[config.mk]
export PLATFORM = sky130hd
export DESIGN_NAME = icgc_ctrl
export DESIGN_NICKNAME = d
export VERILOG_FILES = /design/src/hw/icgc_ctrl.v /design/src/hw/icgc_ext_stab.v /design/src/hw/icgc_sync.v
export VERILOG_INCLUDE_DIRS = /design/src /design/src/hw
export SDC_FILE = /design/constraint.sdc
export NUM_CORES = 1
export LEC_CHECK = 0
export ABC_AREA = 1
export BUFFER_PORTS_ARGS = -buffer_cell sky130_fd_sc_hd__buf_2
export CAP_MARGIN = 20
export CORE_MARGIN = 1
export CORE_UTILIZATION = 48
export CTS_CLUSTER_SIZE = 8
export DETAILED_ROUTE_END_ITERATION = 7
export PLACE_DENSITY = 0.86
export SLEW_MARGIN = 20
export SYNTH_ARGS = -nofsm -noshare
export SYNTH_HDL_FRONTEND = slang
export SYNTH_HIERARCHICAL = 1
export SYNTH_SLANG_ARGS = --single-unit
[constraint.sdc]
create_clock -name mclk -period 1.8 [get_ports mclk]
set_clock_uncertainty 0.15 [all_clocks]
set_input_delay 0.18 -clock mclk [delete_from_list [all_inputs] [get_ports mclk]]
set_output_delay 0.18 -clock mclk [all_outputs]
set_load 0.005 [all_outputs]
[src/hw/icgc_map.vh]
// Constants for the clock generator control block: addresses, fields,
// reset values and counts.
// Assumes an 8-bit register port with a 16-bit address.
`ifndef ICGC_MAP_VH
`define ICGC_MAP_VH
// ********************************************
// Register addresses
// ********************************************
`define ICGC_ADDR_CTRL 16'h0036
`define ICGC_ADDR_MULT 16'h0037
`define ICGC_ADDR_TRIM 16'h0038
`define ICGC_ADDR_DIV 16'h0039
`define ICGC_ADDR_STAGE 16'h003A
`define ICGC_ADDR_TRIM5V 16'hFF80
`define ICGC_ADDR_TRIM3V 16'hFF81
// ********************************************
// Control and status register fields
// ********************************************
`define ICGC_BIT_IRQEN 7
`define ICGC_BIT_FLAG 6
`define ICGC_BIT_MONON 5
`define ICGC_BIT_CSEL 4
`define ICGC_BIT_INTON 3
`define ICGC_BIT_INTSTB 2
`define ICGC_BIT_EXTON 1
`define ICGC_BIT_EXTSTB 0
// ********************************************
// Reset values and limits
// ********************************************
`define ICGC_MULT_RESET 7'h15
`define ICGC_MULT_MIN 7'h01
`define ICGC_TRIM_RESET 8'h80
`define ICGC_DIV_MAX 4'h9
`define ICGC_STAB_CYCLES 4096
`define ICGC_READ_IDLE 8'h00
`endif

[src/hw/icgc_ctrl.v]
// Register control of an on-chip clock generator: interlocks between the
// generator enables, stable flags, clock select and the clock monitor,
// plus multiplier, trim, divider and stage settings.
// Assumes a single-cycle register port on mclk, monitor and lock levels
// from the analog side, and loop filter values on mclk.
//
// Local design decision: the plain strobed port.
`include "icgc_map.vh"
`timescale 1ns/1ps
`default_nettype none

// How it works
// RQ1: Interrupt when enable and flag both set
// RQ2: Irq enable settable after monitor on; else cleared
// RQ3: Monitor flags dead internal or external clock
// RQ4: Flag clears by read then zero write
// RQ5: Monitor on needs both generators on, stable
// RQ6: Monitor held by flag; cleared by off/stop
// RQ7: Select picks external clock when one
// RQ8: Select change needs target clock on, stable
// RQ9: Select forced by dead or disabled clock
// RQ10: Internal off needs select one, monitor off
// RQ11: Internal stable cleared by loss or writes
// RQ12: External off needs select, monitor off
// RQ13: External stable after 4096 external edges
// RQ14: Multiplier zero acts as one; reset 21
// RQ15: Multiplier and trim locked while monitoring
// RQ16: Trim step tunes frequency; reset midpoint
// RQ17: Divider clamps at nine, loop driven
// RQ18: Stage count loop driven, writes ignored then
// RQ19: Stop without oscillator enable halts clocks
// RQ20: Flag ignores ones and unarmed zeros
// RQ21: Stored trim values readable by software
module icgc_ctrl #(
  parameter STAB_CYCLES = `ICGC_STAB_CYCLES,
  parameter STAB_CW = 13
) (
  // Clock and reset
  input wire mclk,
  input wire reset_n,
  // Register port
  input wire [15:0] regAddr,
  input wire [7:0] regWrData,
  input wire regWrite,
  input wire regRead,
  output reg [7:0] regRdData,
  // Analog monitor and oscillator status, asynchronous
  input wire internalClockDead,
  input wire externalClockDead,
  input wire internalLocked,
  input wire externalClock,
  // System mode and configuration, on mclk
  input wire stopMode,
  input wire stopOscillatorEnable,
  // Loop filter values, on mclk
  input wire [3:0] loopDividerStages,
  input wire [7:0] loopOscillatorStages,
  // Non-volatile trim storage, on mclk
  input wire [7:0] trimStore5v,
  input wire [7:0] trimStore3v,
  // Generator controls
  output reg monitorIrq,
  output reg oscOutSelectExternal,
  output reg internalGenOn,
  output reg externalGenOn,
  output reg monitorOn,
  output reg [6:0] multiplierUsed,
  output reg [7:0] trimFactor,
  output reg [3:0] dividerUsed,
  output reg [7:0] oscillatorStages,
  output reg clocksRun
);
  // ********************************************
  // Synchronised analog inputs
  // ********************************************
  wire [3:0] syncLevels;
  wire intDead = syncLevels[0];
  wire extDead = syncLevels[1];
  wire intLock = syncLevels[2];
  wire extClkSync = syncLevels[3];

  // Monitor and lock levels come from other clocks
  icgc_sync #(
    .WIDTH(4)
  ) levelSync (
    .mclk(mclk),
    .reset_n(reset_n),
    .asyncIn({externalClock, internalLocked, externalClockDead,
      internalClockDead}),
    .syncOut(syncLevels)
  );

  // ********************************************
  // State
  // ********************************************
  reg monitorIrqEnable; // Monitor interrupt enable
  reg monitorFlag; // Sticky dead clock flag
  reg clockSelect; // One selects the external clock
  reg internalStable; // Internal clock near target
  wire externalStable; // External startup done
  reg [6:0] multiplierFactor; // Raw multiplier as written
  reg [3:0] dividerStages; // Raw divider value
  reg flagArmed; // Flag was read while set
  // Condition history, one bus cycle back
  reg monReadyPrev;
  reg extReadyPrev;
  reg intReadyPrev;
  reg intOffOkPrev;
  reg extOffOkPrev;

  // ********************************************
  // Decode
  // ********************************************
  wire wrCtrl = regWrite && (regAddr == `ICGC_ADDR_CTRL);
  wire wrMult = regWrite && (regAddr == `ICGC_ADDR_MULT);
  wire wrTrim = regWrite && (regAddr == `ICGC_ADDR_TRIM);
  wire wrDiv = regWrite && (regAddr == `ICGC_ADDR_DIV);
  wire wrStage = regWrite && (regAddr == `ICGC_ADDR_STAGE);
  wire rdCtrl = regRead && (regAddr == `ICGC_ADDR_CTRL);
  // Stop without the oscillator enable kills generation
  wire stopKill = stopMode && !stopOscillatorEnable;

  // Present-cycle readiness conditions
  wire monReady = internalGenOn && externalGenOn && internalStable &&
    externalStable;
  wire extReady = externalGenOn && externalStable;
  wire intReady = internalGenOn && internalStable;
  wire intOffOk = clockSelect && !monitorOn;
  wire extOffOk = !clockSelect && !monitorOn;

  // ********************************************
  // Next values of control bits
  // ********************************************
  reg next_monitorOn;
  reg next_monitorFlag;
  reg next_monitorIrqEnable;
  reg next_clockSelect;
  reg next_internalGenOn;
  reg next_externalGenOn;
  reg next_internalStable;

  // Writes first, then forcing conditions in rising priority
  always @* begin
    // Monitor on
    next_monitorOn = monitorOn;
    if (wrCtrl) begin
      if (!regWrData[`ICGC_BIT_MONON])
        next_monitorOn = 1'b0;
      else if (monReady && monReadyPrev)
        next_monitorOn = 1'b1; // [RQ5]
    end
    // Held so a pending flag cannot be lost
    if (monitorFlag)
      next_monitorOn = 1'b1; // [RQ6]
    if (!internalGenOn || !externalGenOn || stopKill)
      next_monitorOn = 1'b0; // [RQ6]

    // Monitor flag: cleared by an armed zero write, or with the monitor off or in stop
    next_monitorFlag = monitorFlag;
    if (wrCtrl && !regWrData[`ICGC_BIT_FLAG] && flagArmed)
      next_monitorFlag = 1'b0; // [RQ4] [RQ20]
    // Detection wins over a write clear in the same cycle
    if (monitorOn && (intDead || extDead))
      next_monitorFlag = 1'b1; // [RQ3]
    if (!monitorOn || stopKill)
      next_monitorFlag = 1'b0; // [RQ4]

    // Interrupt enable
    next_monitorIrqEnable = monitorIrqEnable;
    if (wrCtrl) begin
      if (!regWrData[`ICGC_BIT_IRQEN])
        next_monitorIrqEnable = 1'b0;
      else if (monitorOn)
        next_monitorIrqEnable = 1'b1; // [RQ2]
    end
    if (!monitorOn || stopKill)
      next_monitorIrqEnable = 1'b0; // [RQ2]

    // Clock select
    next_clockSelect = clockSelect;
    if (wrCtrl) begin
      if (regWrData[`ICGC_BIT_CSEL] && extReady && extReadyPrev)
        next_clockSelect = 1'b1; // [RQ8]
      else if (!regWrData[`ICGC_BIT_CSEL] && intReady && intReadyPrev)
        next_clockSelect = 1'b0; // [RQ8]
    end
    if (intDead || !internalGenOn)
      next_clockSelect = 1'b1; // [RQ9]
    // A lost external clock is the worse case, so it wins
    if (extDead || !externalGenOn)
      next_clockSelect = 1'b0; // [RQ9]

    // Internal generator on
    next_internalGenOn = internalGenOn;
    if (wrCtrl) begin
      if (regWrData[`ICGC_BIT_INTON])
        next_internalGenOn = 1'b1;
      else if (intOffOk && intOffOkPrev)
        next_internalGenOn = 1'b0; // [RQ10]
    end
    if (monitorOn || !clockSelect)
      next_internalGenOn = 1'b1; // [RQ10]

    // External generator on
    next_externalGenOn = externalGenOn;
    if (wrCtrl) begin
      if (regWrData[`ICGC_BIT_EXTON])
        next_externalGenOn = 1'b1;
      else if (extOffOk && extOffOkPrev)
        next_externalGenOn = 1'b0; // [RQ12]
    end
    if (clockSelect || monitorOn)
      next_externalGenOn = 1'b1; // [RQ12]

    // Internal stable follows lock, dropped by any retune
    next_internalStable = intLock && internalGenOn && !intDead &&
      !stopKill && !wrMult && !wrTrim; // [RQ11]
  end

  // ********************************************
  // External startup counter
  // ********************************************
  // Restarts whenever the path is off, lost or stopped
  icgc_ext_stab #(
    .STAB_CYCLES(STAB_CYCLES),
    .CW(STAB_CW)
  ) extStab (
    .mclk(mclk),
    .reset_n(reset_n),
    .enable(externalGenOn && !extDead && !stopKill), // [RQ13]
    .extClkSync(extClkSync),
    .stable(externalStable)
  );

  // ********************************************
  // Control register update
  // ********************************************
  // Reset loads the power-up defaults
  always @(posedge mclk) begin
    if (!reset_n) begin
      monitorOn <= 1'b0;
      monitorFlag <= 1'b0;
      monitorIrqEnable <= 1'b0;
      clockSelect <= 1'b0;
      internalGenOn <= 1'b1;
      externalGenOn <= 1'b0;
      internalStable <= 1'b0;
      monitorIrq <= 1'b0;
      oscOutSelectExternal <= 1'b0;
      clocksRun <= 1'b1;
      monReadyPrev <= 1'b0;
      extReadyPrev <= 1'b0;
      intReadyPrev <= 1'b0;
      intOffOkPrev <= 1'b0;
      extOffOkPrev <= 1'b0;
    end else begin
      monitorOn <= next_monitorOn;
      monitorFlag <= next_monitorFlag;
      monitorIrqEnable <= next_monitorIrqEnable;
      clockSelect <= next_clockSelect;
      internalGenOn <= next_internalGenOn;
      externalGenOn <= next_externalGenOn;
      internalStable <= next_internalStable;
      // Request stands while both bits stand
      monitorIrq <= next_monitorIrqEnable && next_monitorFlag; // [RQ1]
      // Drives the output clock mux
      oscOutSelectExternal <= next_clockSelect; // [RQ7]
      // Gates output, oscillator and timebase clocks low
      clocksRun <= !stopKill; // [RQ19]
      // History gives the "stood for a bus cycle" qualifiers
      monReadyPrev <= monReady;
      extReadyPrev <= extReady;
      intReadyPrev <= intReady;
      intOffOkPrev <= intOffOk;
      extOffOkPrev <= extOffOk;
    end
  end

  // ********************************************
  // Flag clear arming
  // ********************************************
  // A read that sees the flag set arms one later zero write
  always @(posedge mclk) begin
    if (!reset_n) begin
      flagArmed <= 1'b0;
    end else if (rdCtrl && monitorFlag) begin
      flagArmed <= 1'b1; // [RQ4]
    end else if (wrCtrl || !monitorFlag) begin
      // Any control register write spends the arming
      flagArmed <= 1'b0; // [RQ20]
    end
  end

  // ********************************************
  // Multiplier and trim
  // ********************************************
  // Frozen while the monitor watches the clocks
  always @(posedge mclk) begin
    if (!reset_n) begin
      multiplierFactor <= `ICGC_MULT_RESET; // [RQ14]
      multiplierUsed <= `ICGC_MULT_RESET;
      trimFactor <= `ICGC_TRIM_RESET; // [RQ16]
    end else begin
      if (wrMult && !monitorOn) begin
        multiplierFactor <= regWrData[6:0]; // [RQ15]
        // Zero would stop the oscillator, so it runs as one
        if (regWrData[6:0] == 7'h00)
          multiplierUsed <= `ICGC_MULT_MIN; // [RQ14]
        else
          multiplierUsed <= regWrData[6:0];
      end
      // Higher trim lowers frequency in the analog core
      if (wrTrim && !monitorOn)
        trimFactor <= regWrData; // [RQ15] [RQ16]
    end
  end

  // ********************************************
  // Divider and stage counts
  // ********************************************
  // The loop runs through reset, so its value is taken then too
  wire loopDrives = !reset_n || internalGenOn;
  // Raw divider source, and its clamped copy for the analog core
  wire [3:0] divIn = loopDrives ? loopDividerStages : regWrData[3:0];
  wire [3:0] divClamped = (divIn > `ICGC_DIV_MAX) ? `ICGC_DIV_MAX : divIn;

  // Writes land only while the internal generator is off
  always @(posedge mclk) begin
    if (loopDrives) begin
      dividerStages <= loopDividerStages; // [RQ17]
      dividerUsed <= divClamped; // [RQ17]
      oscillatorStages <= loopOscillatorStages; // [RQ18]
    end else begin
      if (wrDiv) begin
        dividerStages <= regWrData[3:0];
        dividerUsed <= divClamped; // [RQ17]
      end
      if (wrStage)
        oscillatorStages <= regWrData;
    end
  end

  // ********************************************
  // Read data
  // ********************************************
  // Control byte in its field order
  wire [7:0] ctrlByte = {monitorIrqEnable, monitorFlag, monitorOn,
    clockSelect, internalGenOn, internalStable, externalGenOn,
    externalStable};

  // Data stand for exactly the cycle after the read strobe
  always @(posedge mclk) begin
    if (!reset_n) begin
      regRdData <= `ICGC_READ_IDLE;
    end else if (regRead) begin
      case (regAddr)
        `ICGC_ADDR_CTRL: regRdData <= ctrlByte;
        `ICGC_ADDR_MULT: regRdData <= {1'b0, multiplierFactor};
        `ICGC_ADDR_TRIM: regRdData <= trimFactor;
        `ICGC_ADDR_DIV: regRdData <= {4'h0, dividerStages};
        `ICGC_ADDR_STAGE: regRdData <= oscillatorStages;
        `ICGC_ADDR_TRIM5V: regRdData <= trimStore5v; // [RQ21]
        `ICGC_ADDR_TRIM3V: regRdData <= trimStore3v; // [RQ21]
        default: regRdData <= `ICGC_READ_IDLE;
      endcase
    end else begin
      regRdData <= `ICGC_READ_IDLE;
    end
  end
endmodule
`default_nettype wire

[src/hw/icgc_ext_stab.v]
// Startup counter for the external clock path.
// Assumes the external clock level arrives already synchronised.
`timescale 1ns/1ps
`default_nettype none
module icgc_ext_stab #(
  parameter STAB_CYCLES = 4096,
  parameter CW = 13
) (
  // Clock and reset
  input wire mclk,
  input wire reset_n,
  // Control
  input wire enable,
  input wire extClkSync,
  // Status
  output reg stable
);
  // Last seen external level, for rising edge detection
  reg lastLevel;
  // External edges counted since enable
  reg [CW-1:0] edgeCount;
  wire risingEdge = extClkSync & ~lastLevel;

  // Counter restarts whenever the path is disabled or lost
  always @(posedge mclk) begin
    if (!reset_n) begin
      lastLevel <= 1'b0;
      edgeCount <= {CW{1'b0}};
      stable <= 1'b0;
    end else begin
      lastLevel <= extClkSync;
      if (!enable) begin
        edgeCount <= {CW{1'b0}};
        stable <= 1'b0;
      end else if (risingEdge && !stable) begin
        // Saturates once the startup count is reached
        if (edgeCount == STAB_CYCLES[CW-1:0] - 1'b1)
          stable <= 1'b1;
        edgeCount <= edgeCount + 1'b1;
      end
    end
  end
endmodule
`default_nettype wire

[src/hw/icgc_sync.v]
// Two-flop synchroniser for a group of asynchronous levels.
// Assumes inputs are quasi-static levels from analog or pin sources.
`timescale 1ns/1ps
`default_nettype none
module icgc_sync #(
  parameter WIDTH = 4
) (
  // Clock and reset
  input wire mclk,
  input wire reset_n,
  // Levels in and out
  input wire [WIDTH-1:0] asyncIn,
  output reg [WIDTH-1:0] syncOut
);
  // First stage, read only by the second stage
  reg [WIDTH-1:0] stageOne;

  // Both stages clear under reset
  always @(posedge mclk) begin
    if (!reset_n) begin
      stageOne <= {WIDTH{1'b0}};
      syncOut <= {WIDTH{1'b0}};
    end else begin
      stageOne <= asyncIn;
      syncOut <= stageOne;
    end
  end
endmodule
`default_nettype wire
==> results.toml, run 1 <==
[status]
status = "finished, violations left"
violations = "setup timing"

[final_layout]
fillCellCount = 677
nets = 764
ff_latch_area_sq_mm = 0.00184
drive_gt1_frac = 0.234
area_growth_syn_to_layout_pct = 27.7
multiInputGateArea_sq_mm = 0.00185
num_antenna_cells = 0
fin_util = 0.635

[timing]
period_minus_slack_ns = 1.82
timing.final.ws_setup_ns = -0.0218
max_freq_mhz = 549
fin_crit_sh = 1.01
tightest_slew_ns = 0.618
finalSetupViolCount = 2
hold_viol = 0
max_slew_margin = 0.584
slew_violations = 0
setup_tns_ns = -0.0284

[logic_synthesis]
async_flop_share = 0
synth_adder_area_share = 0.00306
synth_area_per_cell_sq_um = 7.28
synthSimpleGateAreaFrac = 0.384
synth_edf_count = 16
ys_seq_area_frac = 0.450
synth.most_common_cell = "nand2_1"
syn-cell-area_sq_mm = 0.00409
syn_inst = 562
synth_commonest_cells = "nand2_1, nor2_1, inv_1"
synth_compound_area_frac = 0.0624
synth_top_area_share = 0.333
syn-num-nets = 625
ys.flop_type = "dfxtp_1"
yosysTopAreaCell = "dfxtp_1"
synth_seq_cells = 84
ys_warn_count = 6
muxShareOfSynthArea = 0
synth_top_family_by_area = "simple AND/OR/NAND/NOR gates"
synth_cell_types = 34
synth_xor_xnor_area_share = 0.00214
ys_top_cells_by_area = "dfxtp_1, nand2_1, edfxtp_1"

[drt]
finalWirelength_mm = 11.9
first_pass_iters = 5
wl_per_cell_microns = 14.7
ant_nets = 0
drtIter0Drc = 412
via_per_inst = 5.32
via_count = 4315
drc = 0

[power_and_ir_drop]
total_power_mw = 3.73
vdd.ir_drop.worst_v = 0.000465
p_per_area_mw_per_mm2 = 714
leakage_nw = 2.50

[critical_path]
r2r_slack_ns = 0.18
arrival_ns = 1.80
r2r_cells = 5
cp-end-kind = "flop"
path_buf_inv = 4
path_depth = 8
crit-reg2reg-launch = "internalGenOn$_SDFFE_PP1P_"
max_stage_delay_ns = 0.52
crit_fanout = 7
r2r_end = "dividerUsed[2]$_SDFFCE_PN0P_"
crit_family = "buffers and inverters"
startpoint_type = "input pin"
startpoint = "reset_n"
path_cells = "dlygate4sd3_1 > buf_2 > inv_2 > nor2_4 > o21ai_0 > o21ai_2 > inv_1 > nor2_1"
critPathKind = "in -> reg"
required_ns = 1.78
critPathSlowestCell = "dlygate4sd3_1"

[cts]
clk_pin_slew_ns = 0.09
numCtsBuffers = 9
tritoncts = "built"
insertion_delay_ns = 0.36
cts-htree-levels = 3
clock_path_buffers = 2
clock_tree.root_cell = "clkbuf_8"
clkSinkCount = 84

[die]
io_pins = 103
die_h_microns = 94.3
die-area_sq_mm = 0.00889
core_sq_mm = 0.00822
num_rows = 33
die_x_microns = 94.3
initial_utilization = 0.498

[min_path]
worstHoldPathType = "in -> reg"
worstHoldStart = "regWrData[1]"
min_to = "trimFactor[1]$_SDFFE_PN0P_"
hold-path-cell-count = 3

[global_routing]
antenna_found_initial = 0
grt_max_degree = 24
grt_pass1_wl_mm = 18.0
grt.overflow.total = 0
grt.total_usage = 0.266
grt_pass1_vias = 3913

[placement]
port-buffer-count = 102
pre_cts_ws_ns = 0.0682
dp_hpwl_mm = 8.46
place_congestion = 0.913

[run]
max_cap_viol_count = 0
[layer usage]
metal | share of wire | up-vias | GRT usage
met2 | 0.47 | 248 | 0.461
met1 | 0.39 | 1939 | 0.318
li1 | - | 2083 | -
met4 | 0.048 | 0 | 0.124
met5 | 0 | - | 0
met3 | 0.090 | 45 | 0.0429
[area by class of cell]
type | count | share of cell area
Inverter | 81 | 0.0592
Sequential cell | 84 | 0.353
Clock buffer | 10 | 0.0244
Timing Repair Buffer | 142 | 0.167
Clock inverter | 6 | 0.0168
Multi-Input combinational cell | 383 | 0.354
Tap cell | 105 | 0.0252
[flip-flops by register name (all words and copies together), names as in the netlist, 4 cells and up]
register,flops
oscillatorStages,8
levelSync/stageOne,4
multiplierUsed,7
trimFactor,8
extStab/edgeCount,13
multiplierFactor,7
dividerStages,4
dividerUsed,4
levelSync/syncOut,4
regRdData,8
[layout by cell type (no fill, tap or decap), types with 3 or more instances in the layout]
master	Yosys	routed
dlygate4sd3_1	0	25
nand4_1	30	30
nand2_2	3	3
nor2_4	8	8
nor2_1	80	80
nor3_1	6	6
o21ai_0	17	14
clkbuf_8	0	9
a21oi_1	18	18
buf_2	5	102
o21ai_1	9	11
edfxtp_1	16	16
nand2_1	142	142
clkinv_4	1	3
dfxtp_1	68	68
inv_1	75	75
nor2_2	4	4
buf_4	3	15
nand3_1	47	47
nand3_2	7	7
inv_2	4	4
[worst max path at each step]
stage                                          endpoint  slack, ns
after floorplan           oscillatorStages[0]$_DFFE_PP_       0.08
after global placement     dividerUsed[3]$_SDFFCE_PN1P_       0.12
after detailed placement   dividerUsed[3]$_SDFFCE_PN1P_       0.07
after CTS                  dividerUsed[2]$_SDFFCE_PN0P_       0.11
after global routing       dividerUsed[2]$_SDFFCE_PN0P_      -0.07
final                      dividerUsed[2]$_SDFFCE_PN0P_      -0.02
[power by group]
| group | switching (mW) | internal (mW) | leakage [nW] |
|---|---|---|---|
| registers | 0.0167 | 1.94 | 0.721 |
| logic | 0.151 | 0.128 | 1.67 |
| clock network | 0.705 | 0.783 | 0.108 |
| total | 0.873 | 2.86 | 2.50 |
[kinds of logic (layout without fill, tap and decap cells)]
| kind of cell | count (synthesis) | after routing |
|---|---|---|
| adder cells (fa/ha/maj) | 1 | 1 |
| AND/OR/NAND/NOR | 333 | 333 |
| buffers and inverters | 95 | 239 |
| flip-flops | 84 | 84 |
| XOR/XNOR | 1 | 1 |
| AO/OA/AOI/OAI | 48 | 48 |
[worst min-delay path: stages]
cell and delay (ns):
buf_2 0.16, o21ai_1 0.09, nor2_1 0.07
[through the flow]
stage | cells | area, sq um | hold slack [ns]
after global routing | 811 | 5220 | 0.0553
after global placement | 767 | 4730 | 0.212
final | 811 | 5220 | 0.0260
after floorplan | 562 | 4090 | 0.128
after detailed placement | 767 | 4730 | 0.215
after CTS | 808 | 5190 | 0.00950
[repair_timing]
item                                   in CTS  in global routing
endpoints found under the hold margin      26                  0
setup buffers                               0                  3
hold buffers                               25                  0
setup endpoints to repair                   0                  2
resized for setup                           0                  2
Power figures use the tool's default switching activity.
==> inputs of run 2 (changes only) <==
BUFFER_PORTS_ARGS = unset   (was -buffer_cell sky130_fd_sc_hd__buf_2)
CORE_UTILIZATION = 55   (was 48)
DONT_BUFFER_PORTS = 1   (was unset)
PLACE_DENSITY = 0.83   (was 0.86)
SETUP_SLACK_MARGIN = 0.4   (was unset)
==> run 2 against run 1 <==
  * The run ends with hold timing left
  * Count of clock-buffer cells in the layout rose by 1
  * Critical path depth shrank 2
  * Register-to-register slack improved by 0.11 ns
  * Global-route usage rose by 5.0 points
  * Total power shrank 7.7%
  * Combinational power fell by 17%
  * Die area shrank 12%
  * Final cell count down 10%
  * Critical path type is now reg -> reg
  * Largest cell class unchanged
  * First-iteration DRC count decreased by 1.7%
==> results.toml, run 2 (synthesized netlist as in run 1, its figures left out) <==
[final_layout]
final_cells = 729
final_common_cell = "nand2_1"
drive_gt1_frac = 0.163
num_antenna_cells = 0
largest_reg_flops = 13
regMostFlops = "extStab/edgeCount"
final_area_sq_mm = 0.00508
area_growth_syn_to_layout_pct = 24.2
mostFrequentLayoutCells = "nand2_1, nor2_1, inv_1"
nets = 688

[cts]
cts-htree-levels = 3
clock_tree.root_cell = "clkbuf_8"
insertion_delay_ns = 0.37
clkSinkCount = 84
clk_pin_slew_ns = 0.09
tritoncts = "built"
clock_path_buffers = 2
numCtsBuffers = 9

[power_and_ir_drop]
p_per_area_mw_per_mm2 = 678
leakage_nw = 2.18
total_power_mw = 3.44
vdd.ir_drop.worst_v = 0.000720

[critical_path]
crit_fanout = 4
arrival_ns = 1.44
critPathKind = "reg -> reg"
cp-end-kind = "flop"
required_ns = 1.73
r2r_end = "dividerUsed[0]$_SDFFCE_PN1P_"
path_cells = "nor2_4 > buf_4 > nand2_4 > o21ai_4 > o21ai_2 > nand3_1"
critPathSlowestCell = "dfxtp_4"
max_stage_delay_ns = 0.38
startpoint_type = "flop"
path_buf_inv = 1
r2r_cells = 6
startpoint = "internalGenOn$_SDFFE_PP1P_"
crit-reg2reg-launch = "internalGenOn$_SDFFE_PP1P_"
path_depth = 6
crit_family = "flip-flops"
r2r_slack_ns = 0.29

[placement]
dp_hpwl_mm = 7.83
dpl.cell_count = 657
pre_cts_ws_ns = 0.153
port-buffer-count = 0
place_congestion = 0.931
dpl-instance-area_sq_mm = 0.00426

[min_path]
hold-path-cell-count = 1
worstHoldStart = "reset_n"
min_to = "multiplierFactor[0]$_SDFFE_PN1P_"
worstHoldPathType = "in -> reg"

[global_routing]
grt.total_usage = 0.315
grt_pass1_vias = 3939
grt_pass1_wl_mm = 18.4
grt_max_degree = 30
antenna_found_initial = 0
grt.overflow.total = 0

[drt]
finalWirelength_mm = 12.9
via_count = 4188
via_per_inst = 5.74
ant_nets = 0
drc = 0
first_pass_iters = 6
drtIter0Drc = 405
wl_per_cell_microns = 17.7

[status]
status = "finished, violations left"
violations = "hold timing"

[timing]
tightest_slew_ns = 0.440
timing.final.ws_setup_ns = 0.292
whs_ns = -0.249
slew_violations = 0
max_freq_mhz = 663
hold_viol = 18
finalSetupViolCount = 0
fin_crit_sh = 0.838
max_slew_margin = 0.704
rsz0062_at_grt = "yes"
period_minus_slack_ns = 1.51
setup_tns_ns = 0

[die]
initial_utilization = 0.567
io_pins = 103
die-area_sq_mm = 0.00778
die_x_microns = 88.2
num_rows = 31
die_h_microns = 88.2
core_sq_mm = 0.00721

[run]
max_cap_viol_count = 0
-- run 2: cell types whose count changed in the layout (fill, tap and decap cells not counted), moves of 5 or more --
cell	delta
dlygate4sd3_1	+15
buf_4	+5
nand2_1	-11
nand2_2	+8
nor2_1	-7
buf_2	-102
-- run 2: where the power goes --
group	switching [mW]	internal (mW)
Sequential	0.0229	1.94
Clock	0.671	0.572
Combinational	0.131	0.103
Total	0.825	2.62
-- run 2: how the worst max path moves through the flow --
stage,end,slack (ns)
6_report,dividerUsed[0]$_SDFFCE_PN1P_,0.29
3_5_place_dp,dividerUsed[3]$_SDFFCE_PN1P_,0.15
3_3_place_gp,dividerUsed[3]$_SDFFCE_PN1P_,0.21
4_1_cts,dividerUsed[0]$_SDFFCE_PN1P_,0.40
2_1_floorplan,oscillatorStages[0]$_DFFE_PP_,0.34
5_1_grt,dividerUsed[0]$_SDFFCE_PN1P_,0.23
-- run 2: cell type report --
class | count | area, sq um
Tap cell | 99 | 124
Clock buffer | 11 | 153
Timing Repair Buffer | 64 | 601
Inverter | 81 | 317
Timing Repair inverter | 1 | 7.51
Multi-Input combinational cell | 384 | 2000
Clock inverter | 5 | 25.0
Fill cell | 561 | 2140
Sequential cell | 84 | 1850
-- run 2: per-stage QoR --
step / utilization / hold slack (ns)
CTS: 0.672 / -0.262
floorplan: - / 0.128
finish: 0.704 / -0.249
global placement: 0.590 / 0.105
detailed placement: 0.590 / 0.114
global route: 0.704 / -0.250
-- run 2: what timing repair did --
action | CTS | global route
buffers inserted | 1 | 12
pin swaps | 2 | 11
endpoints found under the hold margin | 63 | 21
gates cloned | 0 | 2
setup endpoints to repair | 10 | 42
resized for setup | 6 | 35
hold buffers | 40 | 1
-- run 2: worst reg2reg max path: stages (launching register included) --
cell and delay (ns):
dfxtp_4 0.38, nor2_4 0.05, buf_4 0.15, nand2_4 0.07
o21ai_4 0.07, o21ai_2 0.16, nand3_1 0.19
-- run 2: metal layers --
layer,wire length (microns),GRT usage,vias to the layer above
met5,0,0,-
met3,1260,0.109,69
met4,721,0.182,0
li1,-,-,1936
met2,6400,0.550,266
met1,4500,0.330,1917
